==> config.mk <==
export PLATFORM = sky130hd
export DESIGN_NAME = sarseq_converter
export DESIGN_NICKNAME = d
export VERILOG_FILES = /design/src/sarseq_converter.v
export VERILOG_INCLUDE_DIRS = /design/src
export SDC_FILE = /design/constraint.sdc
export NUM_CORES = 1
export LEC_CHECK = 0
export ABC_AREA = 0
export BUFFER_PORTS_ARGS = -buffer_cell sky130_fd_sc_hd__buf_2
export CORE_MARGIN = 2
export CORE_UTILIZATION = 45
export DETAILED_ROUTE_END_ITERATION = 7
export PLACE_DENSITY = 0.71
export SLEW_MARGIN = 20
export SYNTH_ARGS = -nofsm -noshare
export SYNTH_HDL_FRONTEND = slang
export SYNTH_SLANG_ARGS = --single-unit
==> constraint.sdc <==
create_clock -name aclk -period 4.45 [get_ports aclk]
set_input_delay 0.445 -clock aclk [delete_from_list [all_inputs] [get_ports aclk]]
set_output_delay 0.445 -clock aclk [all_outputs]
set_load 0.01 [all_outputs]
==> src/sarseq_defs.vh <==
// constants for the converter sequencer: offsets, fields, timing
`ifndef SARSEQ_DEFS_VH
`define SARSEQ_DEFS_VH
// register indices (printed offsets are not all multiples of four)
`define SARSEQ_IDX_RESULT_LOW   8'h04
`define SARSEQ_IDX_RESULT_HIGH  8'h05
`define SARSEQ_IDX_CTRL_STATUS  8'h06
`define SARSEQ_IDX_CHAN_SELECT  8'h07
// byte address = index * 4
`define SARSEQ_ADDR_RESULT_LOW  8'h10
`define SARSEQ_ADDR_RESULT_HIGH 8'h14
`define SARSEQ_ADDR_CTRL_STATUS 8'h18
`define SARSEQ_ADDR_CHAN_SELECT 8'h1C
`define SARSEQ_ADDR_SYSTEM      8'h20
// control/status field positions
`define SARSEQ_BIT_ENABLE       7
`define SARSEQ_BIT_START        6
`define SARSEQ_BIT_FREE_RUN     5
`define SARSEQ_BIT_DONE_FLAG    4
`define SARSEQ_BIT_IRQ_ENABLE   3
// system register bits: idle request, global interrupt enable, vector ack
`define SARSEQ_BIT_SYS_IDLE     0
`define SARSEQ_BIT_SYS_GIE      1
`define SARSEQ_BIT_SYS_VACK     2
`define SARSEQ_RESET_CTRL       8'h00
`define SARSEQ_RESET_CHAN       3'h0
// conversion lengths in converter clock cycles
`define SARSEQ_NORMAL_CYCLES    5'h0D
`define SARSEQ_EXTENDED_CYCLES  5'h19
// sample point in converter half cycles: 1.5 and 13.5 cycles
`define SARSEQ_NORMAL_SAMPLE_HALF   6'h03
`define SARSEQ_EXTENDED_SAMPLE_HALF 6'h1B
// axi responses
`define SARSEQ_RESP_OKAY        2'h0
`define SARSEQ_RESP_SLVERR      2'h2
`endif

==> src/sarseq_converter.v <==
// successive-approximation converter sequencer with an axi4-lite register slave
//
// Decided for this implementation: the AXI4-Lite interface to the registers.
`timescale 1ns/100ps
`include "sarseq_defs.vh"

// What this block does
// divider 2..128 chosen by three-bit select
// divider runs only while enable set
// start begins at next rising converter clock edge
// normal conversion lasts 13 converter cycles
// first conversion after enable lasts 25; here a 25-cycle warm-up run, then a normal 13-cycle conversion
// extended runs first after enabling, even together
// sample at 1.5 or 13.5 cycles
// completion stores result and sets flag
// single mode clears start; writing zero ignored
// start reads one until requested conversion ends
// free run restarts at once, start stays
// clearing free run stops restarts
// clearing enable aborts conversion, converter off
// irq when flag, local and global enables
// flag cleared by vector or writing one
// channel field routes input 0..7
// channel change applies after conversion completes
// idle entry starts conversion when conditions met
// idle conversion completion raises waking interrupt
// ten-bit result split low and high
// channel register upper five bits read zero
// low read locks result until high read
// result writes ignored, high upper bits zero
module sarseq_converter #(
  parameter [4:0] NORMAL_CYCLES        = `SARSEQ_NORMAL_CYCLES,
  parameter [4:0] EXTENDED_CYCLES      = `SARSEQ_EXTENDED_CYCLES,
  parameter [5:0] NORMAL_SAMPLE_HALF   = `SARSEQ_NORMAL_SAMPLE_HALF,
  parameter [5:0] EXTENDED_SAMPLE_HALF = `SARSEQ_EXTENDED_SAMPLE_HALF
) (
  input  wire        aclk,
  input  wire        aresetn,
  input  wire [7:0]  s_axi_awaddr,
  input  wire        s_axi_awvalid,
  output wire        s_axi_awready,
  input  wire [31:0] s_axi_wdata,
  input  wire [3:0]  s_axi_wstrb,
  input  wire        s_axi_wvalid,
  output wire        s_axi_wready,
  output reg  [1:0]  s_axi_bresp,
  output reg         s_axi_bvalid,
  input  wire        s_axi_bready,
  input  wire [7:0]  s_axi_araddr,
  input  wire        s_axi_arvalid,
  output wire        s_axi_arready,
  output reg  [31:0] s_axi_rdata,
  output reg  [1:0]  s_axi_rresp,
  output reg         s_axi_rvalid,
  input  wire        s_axi_rready,
  input  wire [9:0]  core_result,
  output reg  [2:0]  core_channel,
  output reg         core_sample,
  output reg         core_convert,
  output reg         core_power,
  output reg         converter_clock,
  output reg         irq_request
);

  localparam [1:0] ST_OFF  = 2'h0;
  localparam [1:0] ST_WAIT = 2'h1;
  localparam [1:0] ST_CONV = 2'h2;

  // ---------------------------------------------------------------
  // registers
  // ---------------------------------------------------------------
  reg        converter_enable;
  reg        conversion_start;
  reg        free_run_select;
  reg        conversion_done_flag;
  reg        conversion_done_irq_enable;
  reg [2:0]  clock_divider_select;
  reg [2:0]  channel_select_field;
  reg [7:0]  conversion_result_low;
  reg [1:0]  conversion_result_high;
  reg        result_locked;
  reg        idle_request;
  reg        global_irq_enable;
  reg        need_extended;
  reg        in_extended;
  reg [1:0]  state;
  reg [6:0]  div_count;
  reg [5:0]  half_count;
  reg        idle_armed;
  reg        idle_spent;

  // ---------------------------------------------------------------
  // axi4-lite handshakes
  // ---------------------------------------------------------------
  reg        aw_held;
  reg        w_held;
  reg [7:0]  aw_addr;
  reg [31:0] w_data;
  reg [3:0]  w_strb;

  assign s_axi_awready = !aw_held && !s_axi_bvalid;
  assign s_axi_wready  = !w_held && !s_axi_bvalid;
  assign s_axi_arready = !s_axi_rvalid;

  wire       aw_now   = aw_held || s_axi_awvalid;
  wire       w_now    = w_held || s_axi_wvalid;
  wire       wr_fire  = aw_now && w_now && !s_axi_bvalid;
  wire [7:0] wr_addr  = aw_held ? aw_addr : s_axi_awaddr;
  wire [31:0] wr_data = w_held ? w_data : s_axi_wdata;
  wire [3:0] wr_strb  = w_held ? w_strb : s_axi_wstrb;
  wire       wr_lane0 = wr_fire && wr_strb[0];
  wire       rd_fire  = s_axi_arvalid && !s_axi_rvalid;

  wire wr_ctrl = wr_lane0 && (wr_addr == `SARSEQ_ADDR_CTRL_STATUS);
  wire wr_chan = wr_lane0 && (wr_addr == `SARSEQ_ADDR_CHAN_SELECT);
  wire wr_sys  = wr_lane0 && (wr_addr == `SARSEQ_ADDR_SYSTEM);
  wire wr_known = (wr_addr == `SARSEQ_ADDR_RESULT_LOW) ||
                  (wr_addr == `SARSEQ_ADDR_RESULT_HIGH) ||
                  (wr_addr == `SARSEQ_ADDR_CTRL_STATUS) ||
                  (wr_addr == `SARSEQ_ADDR_CHAN_SELECT) ||
                  (wr_addr == `SARSEQ_ADDR_SYSTEM);

  // ---------------------------------------------------------------
  // converter clock divider
  // ---------------------------------------------------------------
  reg [6:0] div_half;
  always @* begin
    case (clock_divider_select)
      3'h0, 3'h1: div_half = 7'h01;
      3'h2:       div_half = 7'h02;
      3'h3:       div_half = 7'h04;
      3'h4:       div_half = 7'h08;
      3'h5:       div_half = 7'h10;
      3'h6:       div_half = 7'h20;
      default:    div_half = 7'h40;
    endcase
  end

  // one pulse per half period of the divided clock
  wire half_tick = converter_enable && (div_count >= div_half - 7'h01);
  wire rise_tick = half_tick && !converter_clock;

  always @(posedge aclk) begin
    if (!aresetn || !converter_enable) begin
      div_count       <= 7'h00;
      converter_clock <= 1'b0;
    end else if (half_tick) begin
      div_count       <= 7'h00;
      converter_clock <= !converter_clock;
    end else begin
      div_count <= div_count + 7'h01;
    end
  end

  // ---------------------------------------------------------------
  // conversion sequencer
  // ---------------------------------------------------------------
  wire [5:0] end_half    = in_extended ? {EXTENDED_CYCLES, 1'b0}
                                       : {NORMAL_CYCLES, 1'b0};
  wire [5:0] sample_half = in_extended ? EXTENDED_SAMPLE_HALF
                                       : NORMAL_SAMPLE_HALF;
  wire       conv_end    = (state == ST_CONV) && half_tick &&
                           (half_count == end_half - 6'h01);
  wire       real_done   = conv_end && !in_extended;
  wire       write_start = wr_ctrl && wr_data[`SARSEQ_BIT_START];
  wire       write_enable = wr_ctrl && wr_data[`SARSEQ_BIT_ENABLE];
  wire       idle_ready  = converter_enable && !conversion_start &&
                           !free_run_select && conversion_done_irq_enable;
  wire       idle_start  = idle_request && idle_armed && !idle_spent && idle_ready &&
                           (state == ST_OFF);
  wire       vector_ack  = wr_sys && wr_data[`SARSEQ_BIT_SYS_VACK];

  always @(posedge aclk) begin
    if (!aresetn) begin
      converter_enable           <= 1'b0;
      conversion_start           <= 1'b0;
      free_run_select            <= 1'b0;
      conversion_done_flag       <= 1'b0;
      conversion_done_irq_enable <= 1'b0;
      clock_divider_select       <= 3'h0;
      channel_select_field       <= `SARSEQ_RESET_CHAN;
      core_channel               <= `SARSEQ_RESET_CHAN;
      conversion_result_low      <= 8'h00;
      conversion_result_high     <= 2'h0;
      idle_request               <= 1'b0;
      global_irq_enable          <= 1'b0;
      need_extended              <= 1'b1;
      in_extended                <= 1'b0;
      state                      <= ST_OFF;
      half_count                 <= 6'h00;
      core_sample                <= 1'b0;
      core_convert               <= 1'b0;
      irq_request                <= 1'b0;
    end else begin
      core_sample <= 1'b0;
      if (wr_ctrl) begin
        converter_enable           <= wr_data[`SARSEQ_BIT_ENABLE];
        free_run_select            <= wr_data[`SARSEQ_BIT_FREE_RUN];
        conversion_done_irq_enable <= wr_data[`SARSEQ_BIT_IRQ_ENABLE];
        clock_divider_select       <= wr_data[2:0];
      end
      if (wr_chan)
        channel_select_field <= wr_data[2:0];
      if (wr_sys) begin
        global_irq_enable <= wr_data[`SARSEQ_BIT_SYS_GIE];
        idle_request      <= wr_data[`SARSEQ_BIT_SYS_IDLE];
      end
      // flag: set beats either clear
      if (real_done)
        conversion_done_flag <= 1'b1;
      else if (vector_ack || (wr_ctrl && wr_data[`SARSEQ_BIT_DONE_FLAG]))
        conversion_done_flag <= 1'b0;
      // start bit: zero writes ignored
      if (write_start && (converter_enable || write_enable))
        conversion_start <= 1'b1;
      if (idle_start)
        conversion_start <= 1'b1;
      if (wr_ctrl && !wr_data[`SARSEQ_BIT_ENABLE]) begin
        state            <= ST_OFF;
        conversion_start <= 1'b0;
        core_convert     <= 1'b0;
        need_extended    <= 1'b1;
        in_extended      <= 1'b0;
      end else begin
        case (state)
          ST_OFF: begin
            if ((write_start && (converter_enable || write_enable)) || idle_start) begin
              state <= ST_WAIT;
            end
          end
          ST_WAIT: begin
            if (rise_tick) begin
              state        <= ST_CONV;
              half_count   <= 6'h00;
              in_extended  <= need_extended;
              need_extended <= 1'b0;
              core_convert <= 1'b1;
              core_channel <= channel_select_field;
            end
          end
          ST_CONV: begin
            if (half_tick)
              half_count <= half_count + 6'h01;
            if (half_tick && (half_count == sample_half - 6'h01))
              core_sample <= 1'b1;
            if (conv_end) begin
              half_count   <= 6'h00;
              // warm-up run keeps the channel of the request behind it
              if (!in_extended)
                core_channel <= channel_select_field;
              if (in_extended) begin
                in_extended <= 1'b0;
              end else if (free_run_select) begin
                core_convert <= 1'b1;
              end else begin
                state            <= ST_OFF;
                core_convert     <= 1'b0;
                conversion_start <= 1'b0;
              end
              if (real_done && !result_locked) begin
                conversion_result_low  <= core_result[7:0];
                conversion_result_high <= core_result[9:8];
              end
            end
          end
          default: state <= ST_OFF;
        endcase
      end
      // irq is also the idle wake-up
      irq_request <= (conversion_done_flag || real_done) &&
                     conversion_done_irq_enable && global_irq_enable;
    end
  end

  // ---------------------------------------------------------------
  // idle entry: one noise-cancelling conversion per halt
  // ---------------------------------------------------------------
  always @(posedge aclk) begin
    if (!aresetn) begin
      idle_armed <= 1'b0;
      idle_spent <= 1'b0;
    end else begin
      // halt is seen one cycle after idle entry
      idle_armed <= idle_request && !(wr_sys && !wr_data[`SARSEQ_BIT_SYS_IDLE]);
      // a fresh idle write re-arms; otherwise the wake-up would restart it
      if (wr_sys)
        idle_spent <= 1'b0;
      else if (idle_start)
        idle_spent <= 1'b1;
    end
  end

  always @(posedge aclk) begin
    if (!aresetn)
      core_power <= 1'b0;
    else
      core_power <= converter_enable;
  end

  // ---------------------------------------------------------------
  // read path and result lock
  // ---------------------------------------------------------------
  reg [7:0] rd_value;
  reg       rd_known;
  always @* begin
    rd_known = 1'b1;
    if (s_axi_araddr == `SARSEQ_ADDR_RESULT_LOW)
      rd_value = conversion_result_low;
    else if (s_axi_araddr == `SARSEQ_ADDR_RESULT_HIGH)
      rd_value = {6'h00, conversion_result_high};
    else if (s_axi_araddr == `SARSEQ_ADDR_CTRL_STATUS)
      rd_value = {converter_enable, conversion_start, free_run_select,
                  conversion_done_flag, conversion_done_irq_enable, clock_divider_select};
    else if (s_axi_araddr == `SARSEQ_ADDR_CHAN_SELECT)
      rd_value = {5'h00, channel_select_field};
    else if (s_axi_araddr == `SARSEQ_ADDR_SYSTEM)
      rd_value = {6'h00, global_irq_enable, idle_request};
    else begin
      rd_value = 8'h00;
      rd_known = 1'b0;
    end
  end

  always @(posedge aclk) begin
    if (!aresetn) begin
      result_locked <= 1'b0;
    end else if (rd_fire && (s_axi_araddr == `SARSEQ_ADDR_RESULT_LOW)) begin
      result_locked <= 1'b1;
    end else if (rd_fire && (s_axi_araddr == `SARSEQ_ADDR_RESULT_HIGH)) begin
      result_locked <= 1'b0;
    end
  end

  always @(posedge aclk) begin
    if (!aresetn) begin
      aw_held      <= 1'b0;
      w_held       <= 1'b0;
      aw_addr      <= 8'h00;
      w_data       <= 32'h0000_0000;
      w_strb       <= 4'h0;
      s_axi_bvalid <= 1'b0;
      s_axi_bresp  <= `SARSEQ_RESP_OKAY;
      s_axi_rvalid <= 1'b0;
      s_axi_rdata  <= 32'h0000_0000;
      s_axi_rresp  <= `SARSEQ_RESP_OKAY;
    end else begin
      if (wr_fire) begin
        aw_held      <= 1'b0;
        w_held       <= 1'b0;
        s_axi_bvalid <= 1'b1;
        // result registers answer okay but ignore the data
        s_axi_bresp  <= wr_known ? `SARSEQ_RESP_OKAY : `SARSEQ_RESP_SLVERR;
      end else begin
        if (s_axi_awvalid && s_axi_awready) begin
          aw_held <= 1'b1;
          aw_addr <= s_axi_awaddr;
        end
        if (s_axi_wvalid && s_axi_wready) begin
          w_held <= 1'b1;
          w_data <= s_axi_wdata;
          w_strb <= s_axi_wstrb;
        end
      end
      if (s_axi_bvalid && s_axi_bready)
        s_axi_bvalid <= 1'b0;
      if (rd_fire) begin
        s_axi_rvalid <= 1'b1;
        s_axi_rdata  <= {24'h000000, rd_value};
        s_axi_rresp  <= rd_known ? `SARSEQ_RESP_OKAY : `SARSEQ_RESP_SLVERR;
      end else if (s_axi_rvalid && s_axi_rready) begin
        s_axi_rvalid <= 1'b0;
      end
    end
  end

endmodule // sarseq_converter

# Yosys cells after proc, flatten, opt, wreduce, memory -nomap -nowiden
# Cells that the tools add are included.
[totals]
regBits = 84
inputBits = 69
output_inout_bits = 49
wordCells = 211
[op_classes]
add_sub_neg = 5
n_lt_le_gt_ge = 1
n_eq_ne = 26
mux = 53
bitwise = 4
n_reduce_logical = 87
[op_table]
columns = ["cell", "count"]
rows = [
  ["== test 8 x 5 -> 1 bit (second input constant)", 8],
  ["one-hot mux 7 bit (6 select lines)", 1],
  ["two-way mux 8 bit", 5],
  ["logical AND 1 bit", 39],
  ["two-way mux 1 bit", 25],
  ["two-way mux 6 bit", 4],
  ["== test 8 x 6 -> 1 bit (second input constant)", 2],
  ["two-way mux 2 bit", 8],
  ["logical NOT 1 bit", 15],
  ["== test 6 bit", 2],
  ["two-way mux 3 bit", 4],
  ["one-hot mux 6 bit (2 select lines)", 1],
  ["AND reduction 4 bit", 3],
  ["OR reduction 2 bit", 6],
  ["logical OR 1 bit", 11],
  ["AND reduction 5 bit", 2],
  ["== test 3 bit (second input constant)", 3],
  ["!= test 2 bit (second input constant)", 4],
  ["nonzero test 2 bit", 4],
  ["adder 7 x 1 -> 7 bit (second input constant)", 1],
  ["greater-or-equal comparator 7 bit", 1],
  ["subtractor 7 x 1 -> 7 bit (second input constant)", 1],
  ["adder 6 x 1 -> 6 bit (second input constant)", 1],
  ["== test 3 x 2 -> 1 bit (second input constant)", 2],
  ["other kinds (17)", 23],
]

# Logic depth before layout (Yosys ltp)
# Gate-level depths: netlist (run 1).
[depth]
depth_word = 14
depth_mapped = 14
depth_no_buf = 13

# Least setup slack after synthesis (run 1)
# Ideal clock, no wire load.
[synth_timing]
kind = "register -> register"
start = "reg clock_divider_select[1]"
end = "reg half_count[3]"
setup_ns = 0.071
arrival_ns = 2.818
required_time_ns = 4.379
setup_slack_ns = 1.561
path_stages_with_launch = 13
n_path_buf = 1
synth_period_minus_slack_ns = 2.889
path_cell_list = "dfxtp_1 clkbuf_1 or2_2 ha_1 nor3b_1 a21oi_1 o21a_1 ha_1 nand3_1 o31ai_1 nand3_2 or3_1 a21oi_1"
[synth_between]
elab_chain_cells = 10
elab_cells_between_ends = 20
classes_between = "1 x add/sub; 1 x order compare; 8 x eq/ne; 3 x mux; 7 x reduce/logical"
[synth_rtl]
columns = ["item", "line", "text"]
rows = [
  ["start: declaration", "sarseq_converter.v:77", "reg [2:0] clock_divider_select;"],
  ["start signal: assignment", "sarseq_converter.v:200", "clock_divider_select <= wr_data[2:0];"],
  ["== test 3 x 1 -> 1 bit / logical NOT 3 bit (equally long branches)", "sarseq_converter.v:128", "case (clock_divider_select)"],
  ["OR reduction 2 bit", "sarseq_converter.v:128", ""],
  ["one-hot mux 7 bit (6 select lines) *", "sarseq_converter.v:128", ""],
  ["subtractor 7 x 1 -> 7 bit *", "sarseq_converter.v:140", "wire half_tick = converter_enable && (div_count >= div_half - 7'h01);"],
  ["greater-or-equal comparator 7 bit *", "sarseq_converter.v:140", ""],
  ["logical AND 1 bit *", "sarseq_converter.v:140", ""],
  ["logical AND 1 bit (2 in series)", "sarseq_converter.v:162", "wire conv_end = (state == ST_CONV) && half_tick &&"],
  ["!= test 3 bit (no source line) / two-way mux 6 bit (equally long branches)", "--", ""],
  ["AND reduction 4 bit (no source line) / one-hot mux 6 bit (2 select lines) (equally long branches)", "--", ""],
  ["end signal: assignment", "sarseq_converter.v:243", "half_count <= half_count + 6'h01;"],
  ["end: declaration", "sarseq_converter.v:88", "reg [5:0] half_count;"],
]
# Every way passes the cells marked *; elsewhere a longest branch is shown, timed or not.
# A chain may end at the register's enable or synchronous reset.

# Worst setup path after layout (run 1)
[layout_timing]
start = "reg clock_divider_select[1]"
end = "reg irq_request"
[layout_between]
elab_chain_cells = 12
elab_cells_between_ends = 18
classes_between = "1 x add/sub; 1 x order compare; 6 x eq/ne; 1 x mux; 9 x reduce/logical"
[layout_rtl]
columns = ["item", "line", "text"]
rows = [
  ["== test 3 x 1 -> 1 bit / logical NOT 3 bit (equally long branches)", "sarseq_converter.v:128", ""],
  ["OR reduction 2 bit", "sarseq_converter.v:128", ""],
  ["one-hot mux 7 bit (6 select lines) *", "sarseq_converter.v:128", ""],
  ["subtractor 7 x 1 -> 7 bit *", "sarseq_converter.v:140", ""],
  ["greater-or-equal comparator 7 bit *", "sarseq_converter.v:140", ""],
  ["logical AND 1 bit *", "sarseq_converter.v:140", ""],
  ["logical AND 1 bit * (2 in series)", "sarseq_converter.v:162", ""],
  ["logical AND 1 bit *", "sarseq_converter.v:164", "wire real_done = conv_end && !in_extended;"],
  ["logical OR 1 bit *", "sarseq_converter.v:270", "irq_request <= (conversion_done_flag || real_done) &&"],
  ["logical AND 1 bit *", "sarseq_converter.v:270", ""],
  ["logical AND 1 bit *", "sarseq_converter.v:271", "conversion_done_irq_enable && global_irq_enable;"],
  ["end signal: assignment", "sarseq_converter.v:270", ""],
  ["end: declaration", "sarseq_converter.v:62", "output reg irq_request"],
]
# Marked as above.

==> key figures, run 1 <==
Place
  • DPL Wire Length: between 6000 and 7000 um
  • Global placer's final weighted congestion: roughly 0.83
  • DP Area: 0.004618 mm2
  • Port bufs: 64

Detailed routing
  • Drt first pass iters: 5
  • DRT antenna net count: 0
  • Drt wl/cell: roughly 14 um
  • Residual DRC: 0
  • Via density: 5.088
  • Routed WL: roughly 9100 um
  • DR vias: approximately 3400
  • 1st-iter DRT viols: 141

Timing
  • Final Critical Period: between 3 and 4 ns
  • Setup violators final: 0
  • Fin crit share: 0.7604
  • Max Clk Rate: between 0.2 and 0.3 GHz
  • Clk_skew: 0.01184 ns
  • Sum of negative setup slack: 0 ns
  • WHS: ~0.31 ns
  • Final Max Slew Viols: 0
  • Final hold vios: 0
  • Normalized max-slew margin: 0.5690
  • RSZ-0062 raised after global routing: no
  • Least-Margin Pin Slew: about 0.65 ns

Clocking
  • CTS tree: yes
  • Reg clk slew, reported paths: 0.09 ns
  • Post CTS Setup Buffer Count: 0
  • Max Root-Sink Buffers: 2
  • Worst skew pair latency: between 0.3 and 0.4 ns
  • Hold_buf cts: 0
  • Clk root buf: clkbuf_8
  • Post-CTS sizing: 0
  • Htree depth: 3
  • TritonCTS Buffers: 9
  • Clock Sinks: 82

Yosys
  • Post-Synthesis Cells: a little under 500
  • Post-Syn Area: 0.004338 mm2
  • Netlist cell types: 67
  • Post-synth EDFFs: 0
  • Ys async rst share: 0
  • Avg Inst Size Synth: about 9 um2
  • Most used DFF post-synth: dfxtp_1
  • Synth warn: 0
  • Post-synthesis sequential element count: about 80
  • Sequential fraction of the synthesis area: 0.3784

Power
  • Max IR drop VDD: ~0.23 mV
  • Cell area power density: 309.3 mW/mm2
  • Leak: 2.046 nW
  • Pwr Total: 1.497 mW

Floorplanning
  • Core area: roughly 0.0093 mm2
  • Die span in x: approximately 100 um
  • Row cnt: 35
  • Starting Density: 0.4673
  • Die area: ~0.010 mm2
  • IO Count: between 100 and 150
  • Die Span Y: 102.2 um

Worst setup path
  • Critical path arrival: 3.67 ns
  • Maximum fanout along the worst path: 9
  • Crit start category: flip-flop
  • Req. time, crit path: around 4.7 ns
  • Critical path class: flip-flop to flip-flop
  • Max incr delay on CP: about 0.54 ns
  • Worst path most repeated cell: ha_1
  • Critical Path Slowest Stage Cell: o31ai_1
  • Critical path endpoint category: flip-flop
  • Worst path cell trace: or2_2 -> ha_1 -> nor3b_1 -> a21oi_1 -> o21a_1 -> ha_1 -> nand3_1 -> o31ai_1 -> nand4b_1 -> nor3_1 -> o2111a_1

GRT
  • First-pass GRT wire length: 15080 um
  • Vias in the first global route: ~3300
  • Largest net degree at the start of global routing: 75
  • Total global-route track usage: 0.1805
  • GR Overflow Total: 0
  • Initial antenna violation count: 0

Worst hold path
  • Worst Hold Class: input port to flip-flop

Finish
  • Final design utilization: 0.5212
  • Share of layout cells above drive strength 1: 0.1833
  • Area Overhead vs Synth: 11.54%
  • Post-route cell area: 0.004838 mm2
  • # diodes: 0
  • Final nets: 619

Job
  • MaxCap Viol Count: 0

Run status
  • Outcome: completed
-- power by group --
group          internal (mW)  leakage, nW  switching, mW
clock                  0.318        0.107          0.274
sequential             0.747        0.663         0.0172
combinational         0.0599         1.28         0.0799
total                   1.13         2.05          0.371
-- sequential cells by signal (all words and copies together), names as in the netlist, 2 cells and up --
| signal | flops |
|---|---|
| aw_addr | 8 |
| conversion_result_low | 8 |
| s_axi_rdata | 8 |
| w_data | 8 |
| div_count | 7 |
| half_count | 6 |
| channel_select_field | 3 |
| clock_divider_select | 3 |
| core_channel | 3 |
| conversion_result_high | 2 |
| state | 2 |
-- critical path, delay by kind of cell, from the launching register on --
kind / cells / cell delay (ns)
AOI/OAI and AO/OA: 4 / 1.05
adders and majority gates: 2 / 0.49
DFF: 1 / 0.41
and+or+nand+nor: 5 / 1.38
-- area by class of cell --
class                           instances  area (um2)
Clock buffer                           10       127.6
Timing Repair Buffer                   64       322.8
Multi-Input combinational cell        366        2450
Sequential cell                        82        1642
Fill cell                             885        4446
Tap cell                              129       161.4
Inverter                               12       45.04
Clock inverter                          6       90.09
-- cell usage after synthesis, types with 3 or more instances --
cell / number / area share
o21ai_0: 32 / 0.037
nand3b_1: 4 / 0.0069
mux2i_1: 38 / 0.088
nand3_1: 19 / 0.022
mux2_2: 4 / 0.010
nor4_1: 4 / 0.0058
or3_1: 4 / 0.0058
inv_1: 12 / 0.010
xnor2_1: 5 / 0.010
nor3b_1: 4 / 0.0069
nand4b_1: 3 / 0.0061
nand2_1: 43 / 0.037
and4b_1: 4 / 0.0092
nand2b_1: 4 / 0.0058
o21a_1: 5 / 0.0087
ha_1: 15 / 0.043
dfxtp_1: 82 / 0.38
or2_2: 3 / 0.0043
clkbuf_1: 14 / 0.012
nor2_1: 29 / 0.025
xor2_1: 3 / 0.0061
nor3_1: 11 / 0.013
buf_4: 27 / 0.047
o211a_1: 6 / 0.014
buf_2: 5 / 0.0058
and2_1: 10 / 0.014
nor2b_1: 28 / 0.040
a22oi_1: 3 / 0.0052
a21oi_1: 16 / 0.018
-- worst paths after layout --
check,cells after the start,slack [ns],startpoint,end
hold / removal,3,0.31,core_result[4],conversion_result_low[4]
hold reg to reg,1,0.46,need_extended,need_extended
setup / recovery,11,1.07,clock_divider_select[1],irq_request
setup reg to reg,11,1.07,clock_divider_select[1],irq_request
-- metrics by stage --
step                worst slack, ns  std cells
global route                 0.8249        669
CTS                           1.103        669
global placement              1.252        653
floorplan                     1.561        508
detailed placement            1.122        653
finish                        1.066        669
-- cells in the final DEF (no fill, tap or decap), types with 4 or more instances in the layout --
cell	count
nor4_1	4
nor2_1	29
o21ai_0	32
nand3b_1	4
nand3_1	19
mux2i_1	38
o21a_1	5
clkbuf_8	9
xnor2_1	5
buf_2	63
nor3b_1	4
conb_1	26
mux2_2	4
nor3_1	11
dfxtp_1	82
ha_1	15
o211a_1	6
nand2b_1	4
inv_1	12
and4b_1	4
nor2b_1	28
nand2_1	43
a21oi_1	16
and2_1	10
or3_1	4
-- routing by layer --
| layer | share of wire | wire (um) | vias up | GRT usage |
|---|---|---|---|---|
| met5 | 0 | 0 | - | 0 |
| met4 | 0.0053 | 48 | 0 | 0.03385 |
| met3 | 0.046 | 417 | 4 | 0.04856 |
| met2 | 0.48 | 4361 | 79 | 0.3021 |
| met1 | 0.47 | 4235 | 1577 | 0.2371 |
| li1 | - | - | 1744 | - |
-- cells by family after synthesis --
logic type	count (synthesis)	share of synthesized area
buffers and inverters	60	0.07845
flip-flops	82	0.3784
multiplexers	43	0.1033
AO/OA/AOI/OAI	87	0.1390
adder cells (fa/ha/maj)	15	0.04327
XOR/XNOR	8	0.01615
other	1	0.0008645
AND/OR/NAND/NOR	187	0.2406
Note: power is estimated with default switching activity, not from simulation.
==> run 2, diff against run 1 <==
==> constraint.sdc (replaced) <==
create_clock -name aclk -period 3.4 [get_ports aclk]
set_input_delay 0.34 -clock aclk [delete_from_list [all_inputs] [get_ports aclk]]
set_output_delay 0.34 -clock aclk [all_outputs]
set_load 0.01 [all_outputs]
==> run 2 against run 1 <==
  * Critical path depth stayed put
  * Design area grew 0.36%
  * Routed wire length grew 0.45%
  * Core utilization up 0.19 points
  * Setup slack worse by 0.85 ns
  * Die area stayed put
  * Flip-flop and latch count did not move
  * Fmax up 6.2%
  * Power increased by 27%
==> key figures, run 2 (synthesized netlist as in run 1, its figures left out) <==
Clocking
  • Clk root buf: clkbuf_8
  • Reg clk slew, reported paths: 0.09 ns
  • Hold_buf cts: 0
  • Max Root-Sink Buffers: 2
  • Htree depth: 3
  • TritonCTS Buffers: 9
  • Clock Sinks: approximately 80
  • Worst skew pair latency: around 0.35 ns
  • CTS tree: yes
  • Post CTS Setup Buffer Count: 0

Floorplanning
  • Die span in x: a little over 100 um
  • Core area: between 0.009 and 0.01 mm2
  • IO Count: around 120
  • Die area: roughly 0.010 mm2
  • Row cnt: 35
  • Starting Density: 0.4673
  • Die Span Y: about 100 um

Worst hold path
  • Worst Hold Class: input port to flip-flop
  • Worst hold path startpoint: core_result[4]
  • Hold Path Stages: 3
  • Hold EP: conversion_result_low[4]

GRT
  • Vias in the first global route: around 3100
  • First-pass GRT wire length: roughly 15000 um
  • Initial antenna violation count: 0
  • GR Overflow Total: 0
  • Largest net degree at the start of global routing: roughly 50
  • Total global-route track usage: 0.1768

Run status
  • Outcome: completed

Job
  • MaxCap Viol Count: 0

Detailed routing
  • DR vias: 3435
  • Via density: 5.112
  • Drt first pass iters: 4
  • Drt wl/cell: around 14 um
  • 1st-iter DRT viols: ~120
  • DRT antenna net count: 0
  • Residual DRC: 0
  • Routed WL: about 9000 um

Worst setup path
  • Crit start category: flip-flop
  • Critical path class: flip-flop to flip-flop
  • Req. time, crit path: between 3 and 4 ns
  • Critical path arrival: approximately 3.5 ns
  • Critical path endpoint category: flip-flop
  • Crit Reg-Reg Startpoint: clock_divider_select[1]
  • Worst R2R Setup Slack: approximately 0.21 ns
  • Worst Reg-to-Reg Cells: 11
  • Worst R2R End: core_channel[0]
  • Maximum fanout along the worst path: 9

Timing
  • WHS: 0.2019 ns
  • Final Critical Period: 3.185 ns
  • Fin crit share: 0.9369
  • Setup violators final: 0
  • Least-Margin Pin Slew: approximately 0.74 ns
  • Final hold vios: 0
  • Clk_skew: ~0.0075 ns
  • Max Clk Rate: about 0.31 GHz
  • Final Max Slew Viols: 0
  • Normalized max-slew margin: 0.5074

Finish
  • # diodes: 0
  • Filler Cells Inserted: 913
  • Most frequent cells in the layout: dfxtp_1 (82), buf_2 (64), nand2_1 (43)
  • Share of layout cells above drive strength 1: 0.1952
  • Final design utilization: 0.5230
  • Commonest non-fill, non-tap cell in the layout: dfxtp_1
  • Final nets: between 600 and 700
  • Area Overhead vs Synth: 11.94%
  • Post-route cell area: ~0.0049 mm2

Power
  • Leak: roughly 2 nW
  • Cell area power density: approximately 400 mW/mm2
  • Pwr Total: 1.901 mW
  • Max IR drop VDD: around 0.25 mV

Place
  • DPL Wire Length: between 6000 and 7000 um
  • Global placer's final weighted congestion: 0.8468
  • Port bufs: 64
  • DP Area: 0.004641 mm2
[run 2: report_power, final]
group | internal (mW) | switching, mW
registers | 0.978 | 0.0217
logic | 0.0792 | 0.106
clock network | 0.346 | 0.371
[run 2: worst max-delay path by stage]
stage / startpoint / to / cells past startpoint
6_report: clock_divider_select[1] / core_channel[0] / 11
3_5_place_dp: clock_divider_select[1] / half_count[0] / 11
2_1_floorplan: clock_divider_select[1] / half_count[3] / 12
3_3_place_gp: clock_divider_select[1] / half_count[2] / 11
5_1_grt: clock_divider_select[1] / core_channel[0] / 11
4_1_cts: clock_divider_select[1] / half_count[0] / 11
[run 2: area by class of cell]
type / instances / area (um2) / area share
sequential: 82 / 1642 / 0.3381
tap: 129 / 161.4 / 0.03324
multi-input combinational: 366 / 2464 / 0.5073
inverter: 12 / 45.04 / 0.009276
timing repair buffer: 67 / 342.8 / 0.07060
clock inverter: 7 / 77.57 / 0.01598
clock buffer: 9 / 123.9 / 0.02551
[run 2: critical path, cell delays in order, from the launching register on]
cell and delay, ns:
dfxtp_1 0.40, or2_2 0.33, ha_1 0.23, nor3b_1 0.23, a21oi_1 0.06, o21a_1 0.18
ha_1 0.26, nand3_1 0.15, o31ai_2 0.47, a21boi_4 0.13, and4b_1 0.44, mux2i_1 0.23
[run 2: routing by layer]
metal,vias up,track usage,share of wire
met1,1602,0.2158,0.46
met4,0,0.04615,0.012
met5,-,0,0
met2,76,0.3052,0.49
li1,1749,-,-
met3,8,0.05267,0.044
[run 2: metrics by stage]
step / setup slack, ns / setup TNS [ns] / cells
2_1_floorplan: 0.5106 / 0 / 508
3_3_place_gp: 0.2557 / 0 / 656
3_5_place_dp: 0.1542 / 0 / 656
4_1_cts: 0.1121 / 0 / 672
5_1_grt: -0.01175 / -0.01175 / 672
6_report: 0.2146 / 0 / 672
[run 2: what timing repair did]
item / 4_1_cts / 5_1_grt
hold endpoints to repair: 0 / 0
endpoints found under the setup margin: 0 / 10
gates resized for setup: 0 / 3
==> run 3, diff against run 2 <==
--- a/config.mk
+++ b/config.mk
@@ -8,6 +8,7 @@
 export LEC_CHECK = 0
 export ABC_AREA = 0
 export BUFFER_PORTS_ARGS = -buffer_cell sky130_fd_sc_hd__buf_2
+export CORE_ASPECT_RATIO = 0.5
 export CORE_MARGIN = 2
 export CORE_UTILIZATION = 45
 export DETAILED_ROUTE_END_ITERATION = 7
==> run 3 against run 2 <==
  * Register-to-register slack improved by 0.03 ns
  * Clock power rose by 37%
  * First-iteration DRC count rose by 60%
  * Critical path type unchanged
  * Non-clock buffer count rose by 3
  * Clock skew fell by 0.0012 ns
  * Sequential share of layout area fell by 0.85 points
  * Global-route usage rose by 0.071 points
  * Design area rose by 2.6%
  * Combinational power barely moved
  * Setup slack improved by 0.030 ns
  * Core utilization rose by 0.60 points
==> key figures, run 3 (synthesized netlist as in run 1, its figures left out) <==
Worst setup path
  • Critical path class: flip-flop to flip-flop
  • Req. time, crit path: ~3.7 ns
  • Critical Path Slowest Stage Cell: o31ai_2
  • Crit start category: flip-flop
  • Critical path endpoint category: flip-flop
  • CP top delay family: simple AND/OR/NAND/NOR gates
  • Worst path most repeated cell: ha_1
  • Worst path cell trace: or2_2 -> ha_1 -> nor3b_1 -> a21oi_1 -> o21a_1 -> ha_1 -> nand3_1 -> o31ai_2 -> a21boi_4 -> and4b_1 -> mux2i_1
  • Worst Path Buf+Inv: 0
  • Maximum fanout along the worst path: 9
  • Worst R2R Setup Slack: 0.24 ns
  • Max incr delay on CP: between 0.4 and 0.5 ns
  • Critical path arrival: approximately 3.4 ns

Timing
  • Fin crit share: 0.9282
  • Setup violators final: 0
  • Final Critical Period: about 3.2 ns
  • RSZ-0062 raised after global routing: yes
  • Fin worst setup slack: 0.2443 ns
  • Least-Margin Pin Slew: slightly above 0.8 ns
  • Final Max Slew Viols: 0
  • Clk_skew: approximately 0.0064 ns
  • WHS: about 0.23 ns
  • Final hold vios: 0
  • Normalized max-slew margin: 0.4521
  • Max Clk Rate: between 0.3 and 0.4 GHz

Place
  • Global placer's final weighted congestion: between 0.7 and 0.8
  • Pre-CTS WS: between 0.15 and 0.2 ns
  • Post-placement cell count: 665
  • DP Area: ~0.0047 mm2
  • Port bufs: between 60 and 70
  • DPL Wire Length: between 6000 and 7000 um

Floorplanning
  • Die area: 0.01049 mm2
  • Core area: approximately 0.0094 mm2
  • Die Span Y: between 70 and 80 um
  • Die span in x: between 100 and 150 um
  • Starting Density: 0.4607
  • Row cnt: 25
  • IO Count: roughly 120

Clocking
  • Post CTS Setup Buffer Count: 0
  • CTS tree: yes
  • Max Root-Sink Buffers: 2
  • Htree depth: 3
  • Reg clk slew, reported paths: 0.06 ns
  • TritonCTS Buffers: 9
  • Clock Sinks: 82
  • Clk root buf: clkbuf_16
  • Worst skew pair latency: roughly 0.33 ns

Power
  • Leak: approximately 2.1 nW
  • Sequential group share of total power: 0.460
  • Cell area power density: between 400 and 500 mW/mm2
  • Sw power: approximately 0.49 mW
  • Clock power frac: 0.454
  • Max IR drop VDD: 0.2704 mV
  • Comb power frac: 0.086
  • Internal power: around 1.7 mW
  • Sw Share: 0.2244
  • Pwr Total: ~2.2 mW

Detailed routing
  • Drt wl/cell: 13.07 um
  • Routed WL: between 8000 and 9000 um
  • 1st-iter DRT viols: slightly below 200
  • DRT antenna net count: 0
  • Drt first pass iters: 4
  • Residual DRC: 0
  • DR vias: ~3400
  • Via density: between 5 and 6

Finish
  • Post-route cell area: about 0.0050 mm2
  • Most frequent cells in the layout: dfxtp_1 (82), buf_2 (64), nand2_1 (43)
  • Non-filler instance count after layout: 680
  • Filler Cells Inserted: 882
  • Commonest non-fill, non-tap cell in the layout: dfxtp_1
  • Footprint of the multi-input gates: 0.002455 mm2
  • Share of layout cells above drive strength 1: 0.1927
  • Final nets: around 630
  • FF+latch area: about 0.0016 mm2
  • Area Overhead vs Synth: 14.83%
  • # diodes: 0

GRT
  • First-pass GRT wire length: between 10000 and 15000 um
  • Vias in the first global route: 3137
  • GR Overflow Total: 0
  • Initial antenna violation count: 0
  • Total global-route track usage: 0.1775
  • Largest net degree at the start of global routing: 54

Job
  • MaxCap Viol Count: 0

Worst hold path
  • Worst Hold Class: input port to flip-flop

Run status
  • Outcome: completed
-- run 3: changes by cell type in the layout (fill, tap and decap cells not counted), moves of 2 or more --
cell       previous run  this run
clkinv_4              2         0
clkbuf_8              9         3
buf_4                 3         6
clkbuf_16             0         9
inv_6                 2         0
-- run 3: path summary, 6_finish.rpt --
kind / from / end / cells past startpoint
worst max-delay path: clock_divider_select[1] / core_channel[2] / 11
worst min-delay path: core_result[3] / conversion_result_low[3] / 3
worst max register to register: clock_divider_select[1] / core_channel[2] / 11
worst min register to register: need_extended / need_extended / 1
-- run 3: timing repair --
action                     CTS  global route
hold endpoints to repair     0             0
resized for setup            0             1
setup endpoints to repair    0            10
hold buffers                 0             0
-- run 3: routing by layer --
layer / part of all wire / global-route usage / up-vias
li1: - / - / 1754
met1: 0.49 / 0.2313 / 1604
met2: 0.44 / 0.2917 / 73
met3: 0.058 / 0.04954 / 11
met4: 0.011 / 0.05171 / 0
met5: 0 / 0 / -
-- run 3: cell type report --
class	instances	area share
clock buffer	13	0.05426
inverter	12	0.009043
multi-input combinational	366	0.4928
timing repair buffer	70	0.07335
clock inverter	2	0.007033
sequential	82	0.3296
tap	135	0.03391
-- run 3: metrics by stage --
| step | utilization | TNS (ns) |
|---|---|---|
| after CTS | 0.5285 | 0 |
| after floorplan | - | 0 |
| after detailed placement | 0.4961 | 0 |
| final | 0.5290 | 0 |
| after global placement | 0.4961 | 0 |
| after global routing | 0.5290 | -0.08626 |
-- run 3: power groups by stage --
stage / combinational [mW] / sequential (mW) / clock (mW)
floorplan: 0.155 / 1.01 / 0
CTS: 0.187 / 0.999 / 1.01
finish: 0.187 / 0.999 / 0.985
global route: 0.208 / 1.00 / 1.05
detailed placement: 0.187 / 1.02 / 0
global placement: 0.185 / 1.02 / 0
-- run 3: tightest hold or removal path: cells and delay by family --
kind / cells / cell delay (ns)
simple gates: 1 / 0.05
compound gates: 1 / 0.06
buf+inv: 1 / 0.07
